--- src/dlw_pkg.sv ---
// dlw_pkg: constants, register map and types of the limit warning monitor
// assumes currents in 0.1 A, frequencies in 0.1 Hz, feedback in 0.001 units
package dlw_pkg;

   // -------------------------------------------------------------------
   // register indices on the plain register port
   // -------------------------------------------------------------------
   localparam logic [7:0] REG_CTRL = 8'h00;
   localparam logic [7:0] REG_LO_CUR = 8'h01;
   localparam logic [7:0] REG_HI_CUR = 8'h02;
   localparam logic [7:0] REG_LO_FREQ = 8'h03;
   localparam logic [7:0] REG_HI_FREQ = 8'h04;
   localparam logic [7:0] REG_LO_FB = 8'h05;
   localparam logic [7:0] REG_HI_FB = 8'h06;
   localparam logic [7:0] REG_BP_BW = 8'h07;
   localparam logic [7:0] REG_BP1 = 8'h08;
   localparam logic [7:0] REG_BP2 = 8'h09;
   localparam logic [7:0] REG_STATUS = 8'h0A;
   localparam logic [7:0] REG_MASK = 8'h0B;
   localparam logic [7:0] REG_STATE = 8'h0C;

   // -------------------------------------------------------------------
   // control field positions
   // -------------------------------------------------------------------
   localparam int CTRL_RANGE_BIT = 0;
   localparam int CTRL_DSO_LSB = 4;
   localparam int CTRL_RELAY_LSB = 8;

   // -------------------------------------------------------------------
   // warning bit positions
   // -------------------------------------------------------------------
   localparam int W_LO_CUR = 0;
   localparam int W_HI_CUR = 1;
   localparam int W_LO_FREQ = 2;
   localparam int W_HI_FREQ = 3;
   localparam int W_LO_FB = 4;
   localparam int W_HI_FB = 5;

   // -------------------------------------------------------------------
   // limits and reset values
   // -------------------------------------------------------------------
   localparam logic [15:0] LO_CUR_RST = 16'h0000;
   localparam logic [15:0] HI_CUR_RST = 16'hFFFF;
   localparam logic [15:0] LO_FREQ_RST = 16'h0000;
   localparam logic [15:0] HF_MAX_LO = 16'h0528;
   localparam logic [15:0] HF_MAX_HI = 16'h2710;
   localparam logic [15:0] HI_FREQ_RST = 16'h0528;
   localparam logic signed [31:0] FB_MIN = -32'sh05F5_E100;
   localparam logic signed [31:0] FB_MAX = 32'sh05F5_E100;
   localparam logic signed [31:0] LO_FB_RST = -32'sh003D_0900;
   localparam logic signed [31:0] HI_FB_RST = 32'sh003D_0900;
   localparam logic [15:0] BP_BW_MAX = 16'h03E8;
   localparam logic [15:0] BP_FREQ_MAX = 16'h2710;
   localparam logic [15:0] BP_RST = 16'h0000;

   // -------------------------------------------------------------------
   // types
   // -------------------------------------------------------------------
   typedef enum logic [2:0] {
      ST_STOP = 3'b001,
      ST_RAMP = 3'b010,
      ST_ARMED = 3'b100
   } dlw_state_type;

   typedef struct packed {
      dlw_state_type st;
      logic range_high;
      logic [2:0] dso_sel;
      logic [2:0] relay_sel;
      logic [15:0] lo_cur;
      logic [15:0] hi_cur;
      logic [15:0] lo_freq;
      logic [15:0] hi_freq;
      logic signed [31:0] lo_fb;
      logic signed [31:0] hi_fb;
      logic [15:0] bp_bw;
      logic [15:0] bp1;
      logic [15:0] bp2;
      logic [5:0] warn;
      logic [5:0] status;
      logic [5:0] mask;
      logic [31:0] rdata;
      logic irq;
      logic sig_out;
      logic relay;
      logic [15:0] cmd_freq;
   } dlw_regs_type;

endpackage

--- src/dlw_monitor.sv ---
// dlw_monitor: limit warnings, output routing and frequency bypass
// assumes measured values and commands synchronous to i_clk
//
// Behaviour
// - low-current warning while current is below its limit, limit resets to 0 A.
// - high-current warning while current is above its high-current limit.
// - all six warnings inactive while ramping after start, after stop, stopped.
// - comparisons enabled only once output frequency reaches resulting reference.
// - any warning can drive the digital signal output and the relay.
// - low-frequency warning below limit; limit 0 up to high limit, resets 0 Hz.
// - high-frequency warning above limit; max and reset 132 Hz, 1000 Hz range.
// - low-feedback warning below limit; limit minimum to high limit, negative reset.
// - high-feedback warning above limit; limit low limit to maximum, positive reset.
// - bypass bandwidth up to 100 Hz, zero off, centred on each bypass frequency.
// - two bypass frequencies 0 to 1000 Hz, reset 0 Hz, mark avoided frequencies.
//
// Decided for this implementation: the register addresses and the plain strobed port.
`timescale 1ns/1ns
module dlw_monitor
   import dlw_pkg::*;
(
   input wire logic i_clk,
   input wire logic i_reset,
   input wire logic [7:0] i_addr,
   input wire logic [31:0] i_wdata,
   input wire logic i_wr,
   input wire logic i_rd,
   input wire logic i_run,
   input wire logic [15:0] i_out_current,
   input wire logic [15:0] i_out_freq,
   input wire logic [15:0] i_ref_freq,
   input wire logic signed [31:0] i_feedback,
   input wire logic [15:0] i_cmd_freq,
   output logic [31:0] o_rdata,
   output logic o_irq,
   output logic [5:0] o_warn,
   output logic o_armed,
   output logic o_signal_out,
   output logic o_relay,
   output logic [15:0] o_cmd_freq
);

   // -------------------------------------------------------------------
   // helpers
   // -------------------------------------------------------------------
   function automatic logic route(input logic [5:0] w, input logic [2:0] s);
      logic r;
      r = 1'b0;
      if (s != 3'd0 && s <= 3'd6) begin
         r = w[s - 3'd1];
      end
      return r;
   endfunction

   function automatic logic [15:0] clamp16(input logic [15:0] v,
      input logic [15:0] lo, input logic [15:0] hi);
      logic [15:0] r;
      r = v;
      if (r > hi) begin
         r = hi;
      end
      if (r < lo) begin
         r = lo;
      end
      return r;
   endfunction

   function automatic logic signed [31:0] clamp32(
      input logic signed [31:0] v, input logic signed [31:0] lo,
      input logic signed [31:0] hi);
      logic signed [31:0] r;
      r = v;
      if (r > hi) begin
         r = hi;
      end
      if (r < lo) begin
         r = lo;
      end
      return r;
   endfunction

   function automatic logic [15:0] bypass(input logic [15:0] f,
      input logic [15:0] c, input logic [15:0] bw);
      logic [16:0] half;
      logic [16:0] lo;
      logic [16:0] hi;
      logic [16:0] fx;
      logic [15:0] r;
      half = {2'b00, bw[15:1]};
      lo = ({1'b0, c} >= half) ? ({1'b0, c} - half) : 17'h0_0000;
      hi = {1'b0, c} + half;
      fx = {1'b0, f};
      r = f;
      if (bw != 16'h0000 && fx > lo && fx < hi) begin
         r = ((fx - lo) <= (hi - fx)) ? lo[15:0] : hi[15:0];
      end
      return r;
   endfunction

   // -------------------------------------------------------------------
   // state
   // -------------------------------------------------------------------
   dlw_regs_type r;
   dlw_regs_type next_r;

   logic [15:0] wd16;
   logic [15:0] fmax;
   logic [5:0] cmp;
   logic [5:0] clr;
   logic [15:0] band_c [0:1];
   logic [15:0] band_f [0:2];

   // -------------------------------------------------------------------
   // bypass bands, band 1 first and band 2 on its result
   // -------------------------------------------------------------------
   assign band_c[0] = r.bp1;
   assign band_c[1] = r.bp2;
   assign band_f[0] = i_cmd_freq;

   generate
      for (genvar g = 0; g < 2; g++) begin : g_band
         assign band_f[g + 1] = bypass(band_f[g], band_c[g], r.bp_bw);
      end
   endgenerate

   always_comb begin
      next_r = r;
      wd16 = (|i_wdata[31:16]) ? 16'hFFFF : i_wdata[15:0];
      fmax = r.range_high ? HF_MAX_HI : HF_MAX_LO;
      clr = 6'b00_0000;

      // -----------------------------------------------------------------
      // arming sequence
      // -----------------------------------------------------------------
      unique case (r.st)
         ST_STOP: begin
            if (i_run) begin
               next_r.st = ST_RAMP;
            end
         end
         ST_RAMP: begin
            if (!i_run) begin
               next_r.st = ST_STOP;
            end else if (i_out_freq >= i_ref_freq) begin
               next_r.st = ST_ARMED;
            end
         end
         ST_ARMED: begin
            if (!i_run) begin
               next_r.st = ST_STOP;
            end
         end
         default: begin
            next_r.st = ST_STOP;
         end
      endcase

      // -----------------------------------------------------------------
      // comparisons
      // -----------------------------------------------------------------
      cmp[W_LO_CUR] = i_out_current < r.lo_cur;
      cmp[W_HI_CUR] = i_out_current > r.hi_cur;
      cmp[W_LO_FREQ] = i_out_freq < r.lo_freq;
      cmp[W_HI_FREQ] = i_out_freq > r.hi_freq;
      cmp[W_LO_FB] = i_feedback < r.lo_fb;
      cmp[W_HI_FB] = i_feedback > r.hi_fb;
      next_r.warn = (next_r.st == ST_ARMED) ? cmp : 6'b00_0000;

      // -----------------------------------------------------------------
      // register writes
      // -----------------------------------------------------------------
      if (i_wr) begin
         unique case (i_addr)
            REG_CTRL: begin
               next_r.range_high = i_wdata[CTRL_RANGE_BIT];
               next_r.dso_sel = i_wdata[CTRL_DSO_LSB +: 3];
               next_r.relay_sel = i_wdata[CTRL_RELAY_LSB +: 3];
               if (!i_wdata[CTRL_RANGE_BIT] && r.hi_freq > HF_MAX_LO) begin
                  next_r.hi_freq = HF_MAX_LO;
               end
               if (!i_wdata[CTRL_RANGE_BIT] && r.lo_freq > HF_MAX_LO) begin
                  next_r.lo_freq = HF_MAX_LO;
               end
            end
            REG_LO_CUR: next_r.lo_cur = clamp16(wd16, 16'h0000, r.hi_cur);
            REG_HI_CUR: next_r.hi_cur = clamp16(wd16, r.lo_cur, 16'hFFFF);
            REG_LO_FREQ: next_r.lo_freq = clamp16(wd16, 16'h0000,
               r.hi_freq);
            REG_HI_FREQ: next_r.hi_freq = clamp16(wd16, r.lo_freq,
               fmax);
            REG_LO_FB: next_r.lo_fb = clamp32(i_wdata, FB_MIN,
               r.hi_fb);
            REG_HI_FB: next_r.hi_fb = clamp32(i_wdata, r.lo_fb,
               FB_MAX);
            REG_BP_BW: next_r.bp_bw = clamp16(wd16, 16'h0000,
               BP_BW_MAX);
            REG_BP1: next_r.bp1 = clamp16(wd16, 16'h0000,
               BP_FREQ_MAX);
            REG_BP2: next_r.bp2 = clamp16(wd16, 16'h0000,
               BP_FREQ_MAX);
            REG_STATUS: clr = i_wdata[5:0];
            REG_MASK: next_r.mask = i_wdata[5:0];
            default: begin
            end
         endcase
      end

      // -----------------------------------------------------------------
      // interrupt status, a new rising warning wins over a clear
      // -----------------------------------------------------------------
      next_r.status = (r.status & ~clr) | (next_r.warn & ~r.warn);
      next_r.irq = |(next_r.status & next_r.mask);

      // -----------------------------------------------------------------
      // register reads, data one cycle after the strobe
      // -----------------------------------------------------------------
      next_r.rdata = 32'h0000_0000;
      if (i_rd) begin
         unique case (i_addr)
            REG_CTRL: begin
               next_r.rdata[CTRL_RANGE_BIT] = r.range_high;
               next_r.rdata[CTRL_DSO_LSB +: 3] = r.dso_sel;
               next_r.rdata[CTRL_RELAY_LSB +: 3] = r.relay_sel;
            end
            REG_LO_CUR: next_r.rdata[15:0] = r.lo_cur;
            REG_HI_CUR: next_r.rdata[15:0] = r.hi_cur;
            REG_LO_FREQ: next_r.rdata[15:0] = r.lo_freq;
            REG_HI_FREQ: next_r.rdata[15:0] = r.hi_freq;
            REG_LO_FB: next_r.rdata = r.lo_fb;
            REG_HI_FB: next_r.rdata = r.hi_fb;
            REG_BP_BW: next_r.rdata[15:0] = r.bp_bw;
            REG_BP1: next_r.rdata[15:0] = r.bp1;
            REG_BP2: next_r.rdata[15:0] = r.bp2;
            REG_STATUS: next_r.rdata[5:0] = r.status;
            REG_MASK: next_r.rdata[5:0] = r.mask;
            REG_STATE: begin
               next_r.rdata[5:0] = r.warn;
               next_r.rdata[10:8] = r.st;
            end
            default: begin
            end
         endcase
      end

      // -----------------------------------------------------------------
      // output routing and bypass
      // -----------------------------------------------------------------
      next_r.sig_out = route(next_r.warn, r.dso_sel);
      next_r.relay = route(next_r.warn, r.relay_sel);
      next_r.cmd_freq = band_f[2];
   end

   // -------------------------------------------------------------------
   // registers
   // -------------------------------------------------------------------
   always_ff @(posedge i_clk) begin
      if (i_reset) begin
         r <= '0;
         r.st <= ST_STOP;
         r.lo_cur <= LO_CUR_RST;
         r.hi_cur <= HI_CUR_RST;
         r.lo_freq <= LO_FREQ_RST;
         r.hi_freq <= HI_FREQ_RST;
         r.lo_fb <= LO_FB_RST;
         r.hi_fb <= HI_FB_RST;
         r.bp_bw <= BP_RST;
         r.bp1 <= BP_RST;
         r.bp2 <= BP_RST;
      end else begin
         r <= next_r;
      end
   end

   assign o_rdata = r.rdata;
   assign o_irq = r.irq;
   assign o_warn = r.warn;
   assign o_armed = r.st[2];
   assign o_signal_out = r.sig_out;
   assign o_relay = r.relay;
   assign o_cmd_freq = r.cmd_freq;

endmodule

--- config.mk ---
export PLATFORM = sky130hd
export DESIGN_NAME = dlw_monitor
export DESIGN_NICKNAME = d
export VERILOG_FILES = /design/src/dlw_pkg.sv /design/src/dlw_monitor.sv
export SDC_FILE = /design/constraint.sdc
export NUM_CORES = 1
export LEC_CHECK = 0
export ABC_CLOCK_PERIOD_IN_PS = 13560
export BUFFER_PORTS_ARGS = -buffer_cell sky130_fd_sc_hd__buf_2
export CAP_MARGIN = 20
export CORE_MARGIN = 10
export CORE_UTILIZATION = 30
export CTS_CLUSTER_SIZE = 16
export DETAILED_ROUTE_END_ITERATION = 10
export GPL_ROUTABILITY_DRIVEN = 0
export PLACE_DENSITY_LB_ADDON = 0.1
export SETUP_SLACK_MARGIN = 0.1
export SYNTH_ARGS = -nofsm -noshare
export SYNTH_HDL_FRONTEND = slang
export SYNTH_SLANG_ARGS = --single-unit
--- constraint.sdc ---
create_clock -name i_clk -period 13.56 [get_ports i_clk]
set_input_delay 1.356 -clock i_clk [delete_from_list [all_inputs] [get_ports i_clk]]
set_output_delay 1.356 -clock i_clk [all_outputs]
set_load 0.05 [all_outputs]
* After elaboration in Yosys (flattened, before gate mapping)
Cells that the tools add are included.
Storage, ports and cells: register bits after elaboration 255, bits in latches 0, bits in writable memories 0, memory bits (read-only) 0, bits of input ports 141, word-level logic and storage cells 195, memories 0
Cells by class: add/subtract/negate cells 10, multipliers 0, divide/modulo/power cells 0, $lt $le $gt $ge 38, equality and inequality tests 18, shift operators 0, muxes and demuxes 69, bitwise gates (word level) 9, reductions and logical operators 30
Operator list (number):
- $mux 16 | 34
- $mux 32 | 8
- $pmux 16 s2 | 3
- $lt 16x1->1 const B | 5
- $gt 16x16->1 | 4
- $gt 32x32->1 | 2
- $lt 16x16->1 | 4
- $lt 32x32->1 | 2
- $pmux 5 s9 | 1
- $eq 8x4->1 const B | 5
- $pmux 3 s12 | 1
- $add 16x15->17 | 2
- $gt 16x17->1 | 2
- $le 17x17->1 | 2
- $lt 16x17->1 | 2
- $mux 17 | 2
- $sub 16x15->17 | 2
- $sub 16x17->17 | 2
- $sub 17x16->17 | 2
- $pmux 3 s11 | 1
- $eq 8x3->1 const B | 4
- $ge 16x15->1 | 2
- $gt 16x11->1 const B | 2
- $gt 32x28->1 const B | 1
- other kinds (40) | 79

* Logic depth before layout (Yosys ltp)
word-level depth 10, mapped depth 57, mapped depth without buffers 54

* Least setup slack after synthesis
OpenSTA, ideal clock, no wires.
path type reg2reg, start reg r[109] (netlist name), end reg r, in the netlist o_cmd_freq[7], arrival 10.162 ns, required time 13.439 ns, setup slack 3.277 ns, stages on the path, launching flop included 50, clock period less this slack 10.283 ns, path through dfxtp_1 inv_1 ha_1 buf_4 nand4_4 or4_4 a31oi_2 a211o_1 buf_6 clkbuf_1 o21ai_0 ha_1 nor2b_1 o21ai_0 a21boi_0 o21ai_0 a21boi_0 o21ai_0 (+14 left out) o211ai_1 o21ai_0 ha_1 a21o_1 maj3_1 maj3_1 a21o_1 a211o_1 a2111o_1 o211a_1 ha_1 nand4_1 o21ai_0 o31a_1 clkbuf_1 mux2i_1 nor2_1 mux2_4
Between the ends: cells in the longest elaborated chain, start to end 10
Ends and longest elaborated chain:
- from (decl) | RTL line dlw_monitor.sv:103 | dlw_regs_type r;
- from (signal assigned) | RTL line dlw_monitor.sv:270 | r <= next_r;
- $sub 16x15->17 / $ge 16x15->1 (equally long branches) | RTL line dlw_monitor.sv:90 | lo = ({1'b0, c} >= half) ? ({1'b0, c} - half) : 17'h0_0000;
- $mux 17 | RTL line dlw_monitor.sv:90
- $sub 16x17->17 / $gt 16x17->1 (equally long branches) | RTL line dlw_monitor.sv:95, dlw_monitor.sv:94
- $le 17x17->1 / $logic_and 1x1->1 (equally long branches) | RTL line dlw_monitor.sv:95, dlw_monitor.sv:94
- $mux 16 / $logic_and 1x1->1 (equally long branches) | RTL line dlw_monitor.sv:95, dlw_monitor.sv:94
- $mux 16 | RTL line dlw_monitor.sv:94 | if (bw != 16'h0000 && fx > lo && fx < hi) begin
- $sub 16x17->17 (tied with other cells) | RTL line dlw_monitor.sv:95 | r = ((fx - lo) <= (hi - fx)) ? lo[15:0] : hi[15:0];
- $le 17x17->1 / $logic_and 1x1->1 (equally long branches) | RTL line dlw_monitor.sv:95, dlw_monitor.sv:94
- $mux 16 / $logic_and 1x1->1 (equally long branches) | RTL line dlw_monitor.sv:95, dlw_monitor.sv:94
- $mux 16 (*) | RTL line dlw_monitor.sv:94
Every way passes the cells marked *; elsewhere a longest branch is shown, timed or not. A chain may end at the register's enable or synchronous reset.

* Worst setup path in the final report
start reg r[107] (netlist name), end reg r, in the netlist o_cmd_freq[13]
Same word-level chain as after synthesis.

==> metrics.yaml <==
global_route_usage_sum_pct: 21.79
critPathArrivalTime_ns: 12.59
postSynthAreaPerCell_um2: 7.745
hold_path.startpoint: "r[160]"
p_total_mw: 2.233
max_freq_ghz: 0.08243
r2r-end: "o_cmd_freq[13]"
gr-total-overflow: 0
mux_contribution_to_synthesized_area_pct: 5.741
ys_top_cells_by_count: "ha_1 (428), a21oi_1 (320), nor2_1 (280), inv_1 (272), dfxtp_1 (255)"
combinational_family_with_the_most_area_after_synthesis: "compound AO/OA/AOI/OAI gates"
critPathMostFrequentCell: "o21ai_0"
post-place-ws_ns: 1.534
drt_iter0_markers: 2014
via_count: 25860
yosys.area.top_type_share_pct: 19.96
floorplan.die.width_um: 319.0
die-area_um2: 101800
drt_first_pass_iters: 7
grt_start_max_net_pins: 145
cts_made_buffers: 38
timing_max_transition_violations_final: 0
worstPathMaxFanout: 19
yosys_warnings: 0
placement.io_buffers: 198
cts_setup_buffers: 0
ys_seq_area_share_pct: 19.03
p_sw_share_pct: 29.66
synth_seq_cells: 255
worst_hold_path.num_cells: 2
worst-r2r-cell-count: 46
slew_headroom_pct: 22.07
grt_first_pass_wirelength_um: 170600
cp_slowest_cell: "nor2_1"
hold_path_class: "flip-flop to flip-flop"
routed_via_density: 5.477
startpoint_type: "flip-flop"
setup_violations: 0
cts.htree.levels: 2
antenna_found_initial: 11
synth.cell_area_um2: 26830
floorplan.initialDensity_pct: 30.31
power.share.clock_pct: 49.4
cts.repair.resized: 0
netlist.top_cell.by_area: "ha_1"
max_stage_delay_ns: 0.72
fin_setup_tns_ns: 0
cts_max_path_buffers: 3
pin_count: 199
die_h_um: 319.0
synthFlopType: "dfxtp_1"
fin_worst_skew_ns: 0.03970
cts_hold_buffers: 0
period_share_pct: 89.47
post-route-worst-setup-slack_ns: 1.428
detail_route.wl_per_cell_um: 24.38
remaining_drc_errors: 0
synth_cell_types: 98
seq_power_share_pct: 33.9
synthCells: 3464
synth_edf_count: 0
power.share.combinational_pct: 16.7
ys_async_sr_fraction_pct: 0
cp-end-kind: "flip-flop"
cellPowerDensity_nw_per_um2: 74.39
ant_nets: 0
first_global_vias: 25420
period_needed_ns: 12.13
status: "complete, no violations"
tritoncts_num_sinks: 255
internal_power_mw: 1.571
max_slew.worst_pin.slew_ns: 1.165
coreArea_um2: 88510
post_synth_and_or_nand_nor_area_fraction_pct: 18.63
final_layout_size_suffix_gt1_share_pct: 11.26
filler_cell_count: 9443
cts-root-buf: "clkbuf_16"
clock_tree_from_tritoncts: "yes"
area_share_of_xor_xnor_cells_in_the_synthesized_design_pct: 3.461
hold-path-endpoint: "r[128]"
final_hold_violation_count: 0
area_growth_pct: 11.88
reg_to_reg_setup_timing_slack_ns: 1.43
clock_insertion_delay_worst_skew_ns: 0.61
fp-row-count: 109
timing.rr.start: "r[107]"
timing.critical_path.required_ns: 14.02
rsz_0062_raised_after_global_routing: "false"
path_clk_slew_ns: 0.06
synth_area_leaders: "ha_1 (20%), dfxtp_1 (19%), a21oi_1 (6.0%), nor2_1 (3.9%), inv_1 (3.8%)"
synth_most_common_cell: "ha_1"
criticalPathCategory: "flip-flop to flip-flop"
peakVddDrop_uv: 66.29
netSwitchingPower_mw: 0.6622
nets: 4101
synth_adder_area_share_pct: 20.53
maxCapViolations: 0
dp.final_hpwl_um: 92180
routed_wl_um: 115100
synth-compound-area-share_pct: 24.78
power.leakage_nw: 13.14
area by class of cell:
class	count	area [um2]	share of cell area (%)
sequential	255	5105	17.01
multi-input combinational	2722	19720	65.70
timing repair buffer	236	1353	4.506
tap	1165	1458	4.857
clock inverter	14	259.0	0.8629
inverter	273	1025	3.414
clock buffer	53	1087	3.623
antenna	3	7.507	0.02501
power by group through the flow:
| stage | clock network (mW) | registers (mW) | logic (mW) |
|---|---|---|---|
| after detailed placement | 0 | 0.774 | 0.371 |
| after global routing | 1.15 | 0.757 | 0.416 |
| after floorplan | 0 | 0.771 | 0.246 |
| after global placement | 0 | 0.774 | 0.374 |
| after CTS | 1.13 | 0.758 | 0.373 |
| final | 1.10 | 0.757 | 0.373 |
layout by cell type (no fill, tap or decap), drive strengths merged, types with 42 or more instances in the layout:
cell type,instances
ha,428
a21oi,320
nor2,280
inv,274
dfxtp,255
nand2,247
buf,235
o21ai,201
mux2i,100
a21o,98
nand3,85
xnor2,72
nand4,65
nor3,64
nor2b,56
clkbuf,54
nand2b,53
a22oi,42
and2,42
per-layer routing:
metal  track usage, %  part of all wire [%]  vias to the layer above
li1                 -                     -                    12660
met1            28.85                    46                    12250
met2            36.14                    46                      789
met3            2.831                   5.2                      151
met4            7.271                   3.4                       12
met5                0                 0.051                        -
how the worst max path moves through the flow:
stage | from | to | cells past startpoint | slack [ns]
3_5_place_dp | r[107] | o_cmd_freq[13] | 46 | 1.53
3_3_place_gp | r[107] | o_cmd_freq[13] | 46 | 1.84
4_1_cts | r[104] | o_cmd_freq[13] | 46 | 1.49
2_1_floorplan | r[109] | o_cmd_freq[7] | 49 | 3.28
6_report | r[107] | o_cmd_freq[13] | 46 | 1.43
5_1_grt | r[105] | o_cmd_freq[13] | 46 | 0.35
cell families (layout without fill, tap and decap cells):
kind of cell	Yosys count	count (layout)
compound gates	1022	1022
flops	255	255
buf+inv	488	576
simple gates	1021	1021
mux	134	134
fa+ha+maj	437	437
xor+xnor	106	106
other cells	1	5
worst max-delay path, delay by kind of cell, from the launching register on:
kind                     cells  cell delay (ns)
adder cells (fa/ha/maj)      7             2.55
flip-flops                   1             0.47
AO/OA/AOI/OAI               24             5.32
buffers and inverters        3             0.66
AND/OR/NAND/NOR             11             2.74
multiplexers                 1             0.26
sequential cells by signal, summed over array words and instances (netlist names):
signal        count
band_c           32
o_relay           1
o_irq             1
r               165
o_rdata          32
o_warn            6
o_signal_out      1
o_armed           1
o_cmd_freq       16
through the flow:
stage	cells	area, um2	utilization [%]	hold WS [ns]
final	4721	30010	33.91	0.4435
after global routing	4719	30010	33.90	0.4510
after CTS	4715	29930	33.81	0.4449
after detailed placement	4648	28580	32.29	0.4416
after global placement	4648	28580	32.29	0.4325
after floorplan	3465	26830	-	0.4156
(Power assumes the default switching activity.)
